File: src/logic/isd_pkg.sv
package isd_pkg;
  // opcode classes, fixed by upper nibble and fields
  localparam logic [3:0] OPC_JUMP_SHORT = 4'h8;
  localparam logic [3:0] OPC_GRP5 = 4'h5;
  localparam logic [3:0] OPC_GRP1 = 4'h1;
  localparam logic [3:0] OPC_GRP3 = 4'h3;
  localparam logic [15:0] OPC_INTERRUPT_RETURN = 16'h5FD7;
  localparam logic [15:0] OPC_STOP = 16'h179F;
  localparam logic [15:0] OPC_IDLE = 16'h171F;
  localparam logic [15:0] OPC_PUSH_MULTI = 16'h1F9E;
  localparam logic [15:0] OPC_POP_MULTI = 16'h1796;
  localparam logic [3:0] SUB_MUL_SIGNED = 4'hB;
  localparam logic [3:0] SUB_MUL_UNSIGNED = 4'h9;
  localparam logic [3:0] SUB_JUMP_LONG_LO = 4'h7;
  localparam logic [3:0] SUB_JUMP_LONG_MID = 4'h9;
  localparam logic [3:0] CONDITION_FIELD_ALWAYS = 4'hF;
  // cycle counts, pc steps and reset values
  localparam logic [7:0] CYC_JUMP_LONG_TAKEN = 8'h09;
  localparam logic [7:0] CYC_JUMP_LONG_NOT = 8'h06;
  localparam logic [7:0] CYC_JUMP_SHORT_TAKEN = 8'h07;
  localparam logic [7:0] CYC_JUMP_SHORT_NOT = 8'h04;
  localparam logic [7:0] CYC_LEA = 8'h06;
  localparam logic [7:0] CYC_PUSH_BASE = 8'h07;
  localparam logic [7:0] CYC_POP_BASE = 8'h09;
  localparam logic [7:0] CYC_PER_REG = 8'h03;
  localparam logic [7:0] CYC_MUL = 8'h15;
  localparam logic [7:0] CYC_NEG_BORROW = 8'h03;
  localparam logic [7:0] CYC_INT_RETURN = 8'h0C;
  localparam logic [15:0] PC_STEP_JUMP = 16'h0004;
  localparam logic [15:0] PC_STEP_ONE = 16'h0002;
  localparam logic [15:0] RESET_PC = 16'h0000;
  localparam logic [15:0] RESET_SP = 16'h0000;

  typedef enum logic [2:0] {
    ISD_IDLE = 3'b000,
    ISD_EXEC = 3'b001,
    ISD_POP_SR = 3'b010,
    ISD_POP_PC = 3'b011,
    ISD_SLEEP = 3'b100
  } isd_state_t;

  // datapath command toward register file and stack
  typedef struct packed {
    logic reg_we;
    logic [3:0] reg_idx;
    logic [15:0] reg_data;
    logic stack_we;
    logic stack_re;
    logic [15:0] stack_addr;
    logic [15:0] stack_data;
  } isd_dp_cmd_t;

  typedef struct packed {
    isd_state_t state;
    logic [15:0] pc;
    logic [15:0] sp;
    logic [15:0] status_word;
    logic [7:0] cycles;
    logic [15:0] reg_list;
    logic is_push;
    logic is_mul;
    logic [15:0] mul_lo;
    logic [1:0] insn_len;
    logic done;
    logic cpu_clk_en;
    logic io_clk_en;
    logic fetch_ready;
    logic busy;
    isd_dp_cmd_t cmd;
  } isd_state_s_t;
endpackage

File: src/logic/isd_decoder.sv
`timescale 1ns/1ps
// How it works
// RULE_01: long conditional jump, taken 9, else 6
// RULE_02: jump base is jump's own address; code adds PC_STEP_JUMP (4) to it
// RULE_03: 16-bit displacement is two's complement
// RULE_04: 9-bit displacement signed magnitude, doubled
// RULE_05: indexed address base plus scaled index plus offset
// RULE_06: software keeps index and destination distinct
// RULE_07: software lists at least two registers
// RULE_08: push pre-decrements, seven plus three each
// RULE_09: pop post-increments, nine plus three each
// RULE_10: multiply pair, high even, 21, flags kept
// RULE_11: negate with borrow, zero minus dst minus carry
// RULE_12: interrupt return pops status then pc, 12
// RULE_13: stop gates cpu and io clocks
// RULE_14: idle advances pc, cpu clocks off only
// RULE_15: report instruction length in words
module isd_decoder
  import isd_pkg::*;
(
  input wire logic clk_sys_in,
  input wire logic arst_n_in,
  input wire logic insn_valid_in,
  input wire logic [15:0] insn_word_in,
  input wire logic [15:0] ext1_in,
  input wire logic [15:0] ext2_in,
  input wire logic condition_field_true_in,
  input wire logic carry_in,
  input wire logic [15:0] reg_a_in,
  input wire logic [15:0] reg_b_in,
  input wire logic [15:0] reg_c_in,
  input wire logic [15:0] stack_rdata_in,
  input wire logic wake_in,
  output logic fetch_ready_out,
  output logic [1:0] insn_len_out,
  output logic [15:0] pc_out,
  output logic [15:0] sp_out,
  output logic [15:0] status_word_out,
  output logic busy_out,
  output logic done_out,
  output logic cpu_clk_en_out,
  output logic io_clk_en_out,
  output isd_dp_cmd_t dp_cmd_out
);
  isd_state_s_t s_q, s_d;

  function automatic logic [7:0] count_regs(input logic [15:0] l);
    logic [7:0] n;
    n = 8'h00;
    for (int i = 0; i < 16; i++)
    begin
      n = n + {7'h00, l[i]};
    end
    return n;
  endfunction

  function automatic logic [3:0] first_reg(input logic [15:0] l);
    logic [3:0] r;
    r = 4'h0;
    for (int i = 15; i >= 0; i--)
    begin
      if (l[i])
      begin
        r = 4'(i);
      end
    end
    return r;
  endfunction

  logic [3:0] op_hi, op_sub, op_lo;
  logic [15:0] d9_ext, prod_lo, prod_hi;
  logic [31:0] prod;
  logic take_insn;
  assign op_hi = insn_word_in[15:12];
  assign op_sub = insn_word_in[7:4];
  assign op_lo = insn_word_in[3:0];
  // signed magnitude: bit8 sign, bits7:0 magnitude, doubled
  assign d9_ext = insn_word_in[8] ? (16'h0000 - {7'h00, insn_word_in[7:0], 1'b0})
                                  : {7'h00, insn_word_in[7:0], 1'b0}; // RULE_04
  assign prod = insn_word_in[5]
                ? {{16{reg_a_in[15]}}, reg_a_in} * {{16{reg_b_in[15]}}, reg_b_in}
                : {16'h0000, reg_a_in} * {16'h0000, reg_b_in}; // RULE_10
  assign prod_hi = prod[31:16];
  assign prod_lo = prod[15:0];
  assign take_insn = (s_q.state == ISD_IDLE) && s_q.fetch_ready && insn_valid_in;

  always_comb
  begin
    s_d = s_q;
    s_d.done = 1'b0;
    s_d.cmd.reg_we = 1'b0;
    s_d.cmd.stack_we = 1'b0;
    s_d.cmd.stack_re = 1'b0;
    unique case (s_q.state)
      ISD_IDLE:
      begin
        s_d.fetch_ready = 1'b1;
        if (take_insn)
        begin
          s_d.fetch_ready = 1'b0;
          s_d.state = ISD_EXEC;
          s_d.insn_len = 2'd1;
          s_d.cycles = CYC_NEG_BORROW;
          s_d.pc = s_q.pc + PC_STEP_ONE;
          s_d.reg_list = 16'h0000;
          s_d.is_mul = 1'b0;
          if (op_hi == OPC_JUMP_SHORT)
          begin
            if (insn_word_in[11:8] == CONDITION_FIELD_ALWAYS || condition_field_true_in)
            begin
              s_d.pc = s_q.pc + PC_STEP_JUMP + d9_ext; // RULE_02
              s_d.cycles = CYC_JUMP_SHORT_TAKEN;
            end
            else
            begin
              s_d.cycles = CYC_JUMP_SHORT_NOT;
            end
          end
          else if (op_hi == OPC_GRP5 && op_sub == SUB_JUMP_LONG_MID
                   && op_lo == SUB_JUMP_LONG_LO)
          begin
            s_d.insn_len = 2'd2; // RULE_15
            s_d.pc = s_q.pc + PC_STEP_JUMP;
            s_d.cycles = CYC_JUMP_LONG_NOT; // RULE_01
            if (insn_word_in[11:8] == CONDITION_FIELD_ALWAYS || condition_field_true_in)
            begin
              s_d.pc = s_q.pc + PC_STEP_JUMP + ext1_in; // RULE_03
              s_d.cycles = CYC_JUMP_LONG_TAKEN; // RULE_01
            end
          end
          else if (insn_word_in == OPC_INTERRUPT_RETURN)
          begin
            s_d.state = ISD_POP_SR; // RULE_12
            s_d.cycles = CYC_INT_RETURN;
            s_d.cmd.stack_re = 1'b1;
            s_d.cmd.stack_addr = s_q.sp;
            s_d.sp = s_q.sp + PC_STEP_ONE;
            s_d.pc = s_q.pc;
          end
          else if (insn_word_in == OPC_STOP)
          begin
            s_d.state = ISD_SLEEP;
            s_d.cpu_clk_en = 1'b0; // RULE_13
            s_d.io_clk_en = 1'b0; // RULE_13
          end
          else if (insn_word_in == OPC_IDLE)
          begin
            s_d.state = ISD_SLEEP; // RULE_14
            s_d.cpu_clk_en = 1'b0;
          end
          else if (insn_word_in == OPC_PUSH_MULTI || insn_word_in == OPC_POP_MULTI)
          begin
            s_d.insn_len = 2'd2;
            s_d.reg_list = ext1_in;
            s_d.is_push = (insn_word_in == OPC_PUSH_MULTI);
            s_d.cycles = (insn_word_in == OPC_PUSH_MULTI)
                         ? CYC_PUSH_BASE + CYC_PER_REG * count_regs(ext1_in) // RULE_08
                         : CYC_POP_BASE + CYC_PER_REG * count_regs(ext1_in); // RULE_09
          end
          else if (op_hi == OPC_GRP5 && (op_sub == SUB_MUL_SIGNED
                   || op_sub == SUB_MUL_UNSIGNED) && !insn_word_in[0])
          begin
            // even reg gets high word now, odd gets low word later; flags untouched
            s_d.cycles = CYC_MUL; // RULE_10
            s_d.cmd.reg_we = 1'b1;
            s_d.cmd.reg_idx = insn_word_in[3:0];
            s_d.cmd.reg_data = prod_hi;
            s_d.mul_lo = prod_lo;
            s_d.is_mul = 1'b1;
            s_d.reg_list = 16'h0001 << {insn_word_in[3:1], 1'b1};
          end
          else if (op_hi == OPC_GRP1 && op_lo == 4'h1 || op_hi == OPC_GRP1
                   && insn_word_in[7:6] == 2'b11)
          begin
            s_d.insn_len = 2'd2;
            s_d.cycles = CYC_LEA; // RULE_05
            s_d.cmd.reg_we = 1'b1;
            s_d.cmd.reg_idx = {1'b0, insn_word_in[6:4]};
            s_d.cmd.reg_data = reg_c_in + (insn_word_in[7] ? {reg_a_in[14:0], 1'b0}
                               : reg_a_in) + ext1_in; // RULE_05
          end
          else if (op_hi == OPC_GRP3 && insn_word_in[11:8] == 4'h7
                   && insn_word_in[6:4] == 3'b110)
          begin
            s_d.cmd.reg_we = 1'b1; // RULE_11
            s_d.cmd.reg_idx = op_lo;
            s_d.cmd.reg_data = 16'h0000 - reg_a_in - {15'h0000, carry_in}; // RULE_11
          end
        end
      end
      ISD_EXEC:
      begin
        s_d.cycles = s_q.cycles - 8'h01;
        if (s_q.cmd.stack_re)
        begin
          s_d.cmd.reg_we = 1'b1; // RULE_09
          s_d.cmd.reg_data = stack_rdata_in;
        end
        if (s_q.reg_list != 16'h0000 && s_q.cycles % CYC_PER_REG == 8'h00)
        begin
          if (s_q.is_mul)
          begin
            s_d.cmd.reg_we = 1'b1;
            s_d.cmd.reg_idx = first_reg(s_q.reg_list);
            s_d.cmd.reg_data = s_q.mul_lo; // RULE_10
          end
          else if (s_q.is_push)
          begin
            s_d.sp = s_q.sp - PC_STEP_ONE; // RULE_08
            s_d.cmd.stack_we = 1'b1;
            s_d.cmd.stack_addr = s_q.sp - PC_STEP_ONE;
            s_d.cmd.stack_data = reg_b_in;
            s_d.cmd.reg_idx = first_reg(s_q.reg_list);
          end
          else
          begin
            s_d.cmd.stack_re = 1'b1; // RULE_09
            s_d.cmd.stack_addr = s_q.sp;
            s_d.sp = s_q.sp + PC_STEP_ONE;
            s_d.cmd.reg_idx = first_reg(s_q.reg_list);
          end
          s_d.reg_list = s_q.reg_list & (s_q.reg_list - 16'h0001);
        end
        if (s_q.cycles <= 8'h02)
        begin
          s_d.state = ISD_IDLE;
          s_d.done = 1'b1;
          s_d.fetch_ready = 1'b1;
        end
      end
      ISD_POP_SR:
      begin
        s_d.status_word = stack_rdata_in; // RULE_12
        s_d.cmd.stack_re = 1'b1;
        s_d.cmd.stack_addr = s_q.sp;
        s_d.sp = s_q.sp + PC_STEP_ONE;
        s_d.cycles = s_q.cycles - 8'h01;
        s_d.state = ISD_POP_PC;
      end
      ISD_POP_PC:
      begin
        s_d.pc = stack_rdata_in; // RULE_12
        s_d.cycles = s_q.cycles - 8'h01;
        s_d.state = ISD_EXEC;
      end
      ISD_SLEEP:
      begin
        s_d.fetch_ready = 1'b0;
        if (wake_in)
        begin
          s_d.cpu_clk_en = 1'b1;
          s_d.io_clk_en = 1'b1;
          s_d.state = ISD_IDLE;
        end
      end
      default:
      begin
        s_d.state = ISD_IDLE;
      end
    endcase
    s_d.busy = (s_d.state != ISD_IDLE);
  end

  always_ff @(posedge clk_sys_in or negedge arst_n_in)
  begin
    if (!arst_n_in)
    begin
      s_q <= '0;
      s_q.state <= ISD_IDLE;
      s_q.pc <= RESET_PC;
      s_q.sp <= RESET_SP;
      s_q.cpu_clk_en <= 1'b1;
      s_q.io_clk_en <= 1'b1;
    end
    else
    begin
      s_q <= s_d;
    end
  end

  assign fetch_ready_out = s_q.fetch_ready;
  assign insn_len_out = s_q.insn_len;
  assign pc_out = s_q.pc;
  assign sp_out = s_q.sp;
  assign status_word_out = s_q.status_word;
  assign busy_out = s_q.busy;
  assign done_out = s_q.done;
  assign cpu_clk_en_out = s_q.cpu_clk_en;
  assign io_clk_en_out = s_q.io_clk_en;
  assign dp_cmd_out = s_q.cmd;

  property p_stop_gates;
    @(posedge clk_sys_in) disable iff (!arst_n_in)
    (take_insn && insn_word_in == OPC_STOP)
      |=> !cpu_clk_en_out && !io_clk_en_out;
  endproperty
  a_stop_gates: assert property (p_stop_gates) else $error("stop left a clock running"); // RULE_13

  property p_idle_io;
    @(posedge clk_sys_in) disable iff (!arst_n_in)
    (take_insn && insn_word_in == OPC_IDLE)
      |=> !cpu_clk_en_out && io_clk_en_out && pc_out == $past(pc_out) + PC_STEP_ONE;
  endproperty
  a_idle_io: assert property (p_idle_io) else $error("idle gating or pc wrong"); // RULE_14

  property p_ret_order;
    @(posedge clk_sys_in) disable iff (!arst_n_in)
    (take_insn && insn_word_in == OPC_INTERRUPT_RETURN)
      |=> s_q.state == ISD_POP_SR ##1 s_q.state == ISD_POP_PC;
  endproperty
  a_ret_order: assert property (p_ret_order) else $error("return pop order wrong"); // RULE_12

  property p_long_taken;
    @(posedge clk_sys_in) disable iff (!arst_n_in)
    (take_insn && op_hi == OPC_GRP5
     && op_sub == SUB_JUMP_LONG_MID && op_lo == SUB_JUMP_LONG_LO && condition_field_true_in)
      |=> pc_out == $past(pc_out) + PC_STEP_JUMP + $past(ext1_in) && insn_len_out == 2'd2;
  endproperty
  a_long_taken: assert property (p_long_taken) else $error("long jump target wrong"); // RULE_01

  property p_neg;
    @(posedge clk_sys_in) disable iff (!arst_n_in)
    (take_insn && op_hi == OPC_GRP3 && insn_word_in[11:8] == 4'h7
     && insn_word_in[6:4] == 3'b110)
      |=> dp_cmd_out.reg_we && dp_cmd_out.reg_data == 16'h0000 - $past(reg_a_in)
          - {15'h0000, $past(carry_in)};
  endproperty
  a_neg: assert property (p_neg) else $error("negate with borrow result wrong"); // RULE_11

  property p_push_pre;
    @(posedge clk_sys_in) disable iff (!arst_n_in)
    dp_cmd_out.stack_we |-> dp_cmd_out.stack_addr == sp_out;
  endproperty
  a_push_pre: assert property (p_push_pre) else $error("push slot not pre-decremented"); // RULE_08

  c_stop: cover property (@(posedge clk_sys_in) s_q.state == ISD_SLEEP);
  c_ret: cover property (@(posedge clk_sys_in) s_q.state == ISD_POP_PC);
  c_done: cover property (@(posedge clk_sys_in) done_out);
endmodule

File: config.mk
export PLATFORM = sky130hd
export DESIGN_NAME = isd_decoder
export DESIGN_NICKNAME = d
export VERILOG_FILES = /design/src/logic/isd_pkg.sv /design/src/logic/isd_decoder.sv
export SDC_FILE = /design/constraint.sdc
export NUM_CORES = 2
export LEC_CHECK = 0
export BUFFER_PORTS_ARGS = -buffer_cell sky130_fd_sc_hd__buf_4
export CORE_ASPECT_RATIO = 2
export CORE_UTILIZATION = 35
export CTS_BUF_LIST = sky130_fd_sc_hd__clkbuf_4 sky130_fd_sc_hd__clkbuf_8 sky130_fd_sc_hd__clkbuf_16
export DETAILED_ROUTE_END_ITERATION = 8
export GPL_TIMING_DRIVEN = 0
export RECOVER_POWER = 50
export SLEW_MARGIN = 10
export SYNTH_ARGS = -nofsm -noshare
export SYNTH_HDL_FRONTEND = slang
export SYNTH_SLANG_ARGS = --single-unit
File: constraint.sdc
create_clock -name clk_sys_in -period 5.2 [get_ports clk_sys_in]
set_clock_uncertainty 0.15 [all_clocks]
set_input_delay 0.52 -clock clk_sys_in [delete_from_list [all_inputs] [get_ports clk_sys_in]]
set_output_delay 0.52 -clock clk_sys_in [all_outputs]
set_load 0.005 [all_outputs]
Word level (Yosys, flattened, before mapping)
Index checks and enable logic that the tools add are counted.

Bitwise logic cells: 8. $mul: 3. Magnitude comparators: 1. Mux-type cells: 106. Eq/ne operators: 37. Divide/modulo/power cells: 1. Add/subtract/negate cells: 30. Reductions and logical operators: 40. Shift-type cells: 1.

Operators by type and width (number): $mux 16 (17); $mux 21 (10); $mux 44 (3); $mux 17 (6); $mux 36 (2); $mux 34 (2); $mux 4 (17); $add 16x16->16 (4); $add 8x1->8 (8); $eq 16x13->1 const B (4); $mul 16x16->32 (2); $mux 32 (2); $pmux 16 s2 (2); $mux 55 (1); $pmux 17 s3 (1); $pmux 16 s3 (1); $pmux 21 s2 (1); $mux 35 (1); $add 16x2->16 const B (2); $mux 8 (4); $mux 3 (9); $mux 24 (1); $ne 2x2->1 const B (11); $reduce_and 7->1 (3); other kinds (57) (113).

Word-level logic and storage cells: 249. Input port bits: 118. Bits in registers: 155.

Logic depth before layout (Yosys ltp)
Depth in word-level cells: 26. Depth in mapped cells: 25.

Least setup slack after synthesis
OpenSTA, ideal clock, no wires.

Kind: input to register. Start: in reg_a_in[8]. End: reg s_q (netlist bit dp_cmd_out[49]). Path slack: -1.812 ns. Setup time: 0.132 ns. Stages: 25. Arrival: 6.730 ns. Cell sequence: clkbuf_1 -> clkbuf_1 -> nand2_1 -> fa_1 -> inv_1 -> fa_1 -> inv_1 -> fa_1 -> inv_1 -> fa_1 -> inv_1 -> fa_1 -> inv_1 -> fa_1 -> ha_1 -> or2_2 -> a2111oi_0 -> o21ai_0 -> a211oi_1 -> o31ai_1 -> a41oi_1 -> xnor2_1 -> nor3_1 -> a211oi_2 -> o31ai_1.

Cells in the longest elaborated chain, start to end: 13.

Ends and longest elaborated chain: start: declaration (line isd_decoder.sv:29) `input wire logic [15:0] reg_a_in,`; $sub 1x16->16 / $mux 16 (equally long branches) (line isd_decoder.sv:187, isd_decoder.sv:179); $sub 16x1->16 / $add 16x16->16 (equally long branches) (line isd_decoder.sv:187, isd_decoder.sv:179); $mux 21 / $add 16x16->16 (equally long branches) (line isd_decoder.sv:182, isd_decoder.sv:180); $mux 21 (line isd_decoder.sv:172) `else if (op_hi == OPC_GRP1 && op_lo == 4'h1 || op_hi == OPC_GRP1`; $mux 21 (*) (line isd_decoder.sv:160) `else if (op_hi == OPC_GRP5 && (op_sub == SUB_MUL_SIGNED`; $mux 21 (*) (line isd_decoder.sv:151) `else if (insn_word_in == OPC_PUSH_MULTI || insn_word_in == OPC_POP_MULTI)`; $mux 21 (*) (line isd_decoder.sv:146) `else if (insn_word_in == OPC_IDLE)`; $mux 21 (*) (line isd_decoder.sv:140) `else if (insn_word_in == OPC_STOP)`; $mux 21 (*) (line isd_decoder.sv:131) `else if (insn_word_in == OPC_INTERRUPT_RETURN)`; $mux 21 (*) (line isd_decoder.sv:119) `else if (op_hi == OPC_GRP5 && op_sub == SUB_JUMP_LONG_MID`; $mux 21 (*) (line isd_decoder.sv:107) `if (op_hi == OPC_JUMP_SHORT)`; $mux 21 (*) (line isd_decoder.sv:98) `if (take_insn)`; $pmux 21 s2 (*) (line isd_decoder.sv:94) `unique case (s_q.state)`; end: declaration (line isd_decoder.sv:45) `isd_state_s_t s_q, s_d;`.

Every way passes the cells marked *; elsewhere a longest branch is shown, timed or not. The select of a mux whose other input is x is not followed. A chain may end at the register's enable or synchronous reset.

Worst setup path in the final report
Start: in reg_a_in[3]. End: reg s_q (netlist bit dp_cmd_out[48]).

Same word-level chain as after synthesis.

==> impl_metrics.json <==
{
  "timing.fmax_ghz": 0.1548,
  "hold_class": "in2reg",
  "portBuffers": 197,
  "syn2layout_area_growth_pct": 25.15,
  "critPathArrivalTime_ns": 6.68,
  "drv_slew": 152,
  "wl_per_cell_um": 25.83,
  "status": "finished, violations left",
  "hold_slack_ns": 0.1055,
  "maxCapViolations": 2,
  "avgViaCountPerCell": 5.570,
  "hold_viol": 0,
  "core_area_um2": 81290,
  "fin_setup_tns_ns": -17.88,
  "setup_violations": 22,
  "final_cell_mix": "inv_1, fa_1, buf_4",
  "clkSinkCount": 153,
  "synth_area_leader_cell": "fa_1",
  "ys_ff_latch": 153,
  "grt_pass1_vias": 27760,
  "seq_area_frac_synth_pct": 13.32,
  "synthFlopType": "dfrtp_1",
  "die_h_um": 407.4,
  "clk_pin_slew_worst_paths_ns": 0.09,
  "antenna_found_initial": 4,
  "grt_pass1_wl_um": 175100,
  "syn_inst": 3276,
  "htreeDepth": 4,
  "postRouteAntennaNets": 0,
  "synthArstFlopShare_pct": 100.0,
  "max_stage_delay_ns": 0.58,
  "ys_types": 96,
  "wirelength_um": 121600,
  "crit_slowest_cell": "fa_1",
  "yosysWarnings": 0,
  "path_class": "in2reg",
  "vias": 26220,
  "ys_top_cells_by_area": "fa_1, dfrtp_1, ha_1, inv_1, nand2_1",
  "required_ns": 5.42,
  "avgSynthCellArea_um2": 8.778,
  "drtPass1Iterations": 6,
  "finalCriticalPeriod_ns": 6.459,
  "row_count": 148,
  "boundaryPins": 228,
  "globalRouteTotalUtil_pct": 29.26,
  "setup_slack_ns": -1.259,
  "slew_headroom_pct": -66.26,
  "synthesis.area_um2": 28760,
  "drive_gt1_share_pct": 24.31,
  "grt_overflow": 0,
  "tritoncts": "yes",
  "yosys.area.top_type_share_pct": 27.50,
  "crit_fanout": 8,
  "rsz0062_at_grt": "true",
  "cp_common_cell": "fa_1",
  "die_area_um2": 83380,
  "root_buffer": "clkbuf_16",
  "period_share_pct": 124.2,
  "r2r_setup_slack_ns": 0.10,
  "hpwl_um": 98870,
  "gp_congestion": 0.9854,
  "cts_made_buffers": 17,
  "critPathCaptureType": "flop",
  "synth_edf_count": 0,
  "worst_slew_pin_slew_ns": 2.494,
  "final_nets": 4394,
  "initialDrtViolationCount": 1465,
  "critPathLaunchType": "input port",
  "failed_checks": "max-capacitance violations, max-slew violations, negative setup slack",
  "post-route-drc-count": 0,
  "die_x_um": 204.7,
  "grt_max_degree": 79,
  "clockBufferDepth": 2,
  "clk_latency_ns": 0.50,
  "final_common_cell": "inv_1",
  "start_util_pct": 35.38
}
kinds of logic (layout without fill, tap and decap cells):
logic type,after synthesis,count (layout),share of synthesized area [%]
DFF,153,153,13.32
muxes,74,74,2.959
AOI/OAI and AO/OA,662,662,15.06
xor gates and xnor gates,170,170,5.251
other,1,6,0.01304
adders and majority gates,636,636,37.98
buffers and inverters,681,1057,10.47
and+or+nand+nor,899,899,14.94
critical path, delay by kind of cell:
| kind | cells | cell delay [ns] |
|---|---|---|
| AO/OA/AOI/OAI | 7 | 1.22 |
| XOR/XNOR | 1 | 0.25 |
| adder cells (fa/ha/maj) | 7 | 3.28 |
| buffers and inverters | 8 | 0.85 |
| AND/OR/NAND/NOR | 3 | 0.52 |
path summary, 6_finish.rpt:
kind / startpoint / endpoint / depth (start not counted)
min in group asynchronous: arst_n_in / dp_cmd_out[12] / 2
max reg2reg: s_q[153] / dp_cmd_out[45] / 11
max: reg_a_in[3] / dp_cmd_out[48] / 26
min reg2reg: dp_cmd_out[15] / dp_cmd_out[15] / 2
min: reg_b_in[6] / dp_cmd_out[6] / 2
max in group asynchronous: arst_n_in / sp_out[13] / 4
final cells by class:
type / count / area (µm²)
Fill cell: 7896 / 45300
Multi-Input combinational cell: 2443 / 23410
Sequential cell: 153 / 3831
Timing Repair Buffer: 357 / 3126
Buffer: 240 / 2110
Inverter: 428 / 1608
Tap cell: 1050 / 1314
Clock buffer: 18 / 439.2
Clock inverter: 14 / 146.4
Antenna cell: 4 / 10.01
cells in the mapped netlist, drive strengths merged, types with 14 or more instances:
| cell type | instances |
|---|---|
| o22ai | 17 |
| nor2b | 17 |
| a211oi | 23 |
| nor3 | 49 |
| and2 | 105 |
| a221o | 14 |
| fa | 395 |
| o21a | 24 |
| nand2 | 337 |
| mux2i | 19 |
| nand2b | 23 |
| and3 | 24 |
| mux2 | 55 |
| a31oi | 22 |
| buf | 129 |
| ha | 241 |
| o211ai | 24 |
| nor2 | 189 |
| nand3 | 62 |
| nor4 | 16 |
| or3 | 18 |
| xnor2 | 94 |
| o21ai | 168 |
| a21o | 43 |
| dfrtp | 151 |
| clkbuf | 124 |
| o21bai | 17 |
| inv | 426 |
| xor2 | 75 |
| a21oi | 171 |
per-layer routing:
metal  part of all wire (%)  vias to the layer above  global-route usage [%]
met2                     53                     1069                   54.29
li1                       -                    11580                       -
met3                    4.5                      522                   3.827
met4                     12                        2                   28.33
met5                 0.0058                        -                       0
met1                     31                    13050                   26.47
sequential cells by signal, indices dropped and copies added (netlist names):
signal	count
dp_cmd_out	54
fetch_ready_out	1
insn_len_out	2
s_q	45
io_clk_en_out	1
status_word_out	16
pc_out	16
cpu_clk_en_out	1
done_out	1
sp_out	15
busy_out	1
per-stage QoR:
step / area (µm²) / cells / setup WS (ns) / utilization (%)
final: 35990 / 4707 / -1.259 / 44.27
after global routing: 35990 / 4705 / -1.332 / 44.27
after CTS: 35200 / 4651 / -1.248 / 43.29
after detailed placement: 32780 / 4527 / -2.683 / 40.32
after global placement: 32690 / 4524 / -2.673 / 40.22
after floorplan: 29900 / 3277 / -0.9729 / -
what timing repair did:
action | 4_1_cts | 5_1_grt
hold buffers | 1 | 0
gates resized for setup | 223 | 146
buffers inserted | 94 | 59
setup endpoints to repair | 78 | 92
hold endpoints to repair | 81 | 0
cloned | 3 | 3
pin swaps | 124 | 136
Power is not shown: default switching activity piles up to over one toggle a cycle in this logic, so the estimate is an artifact.
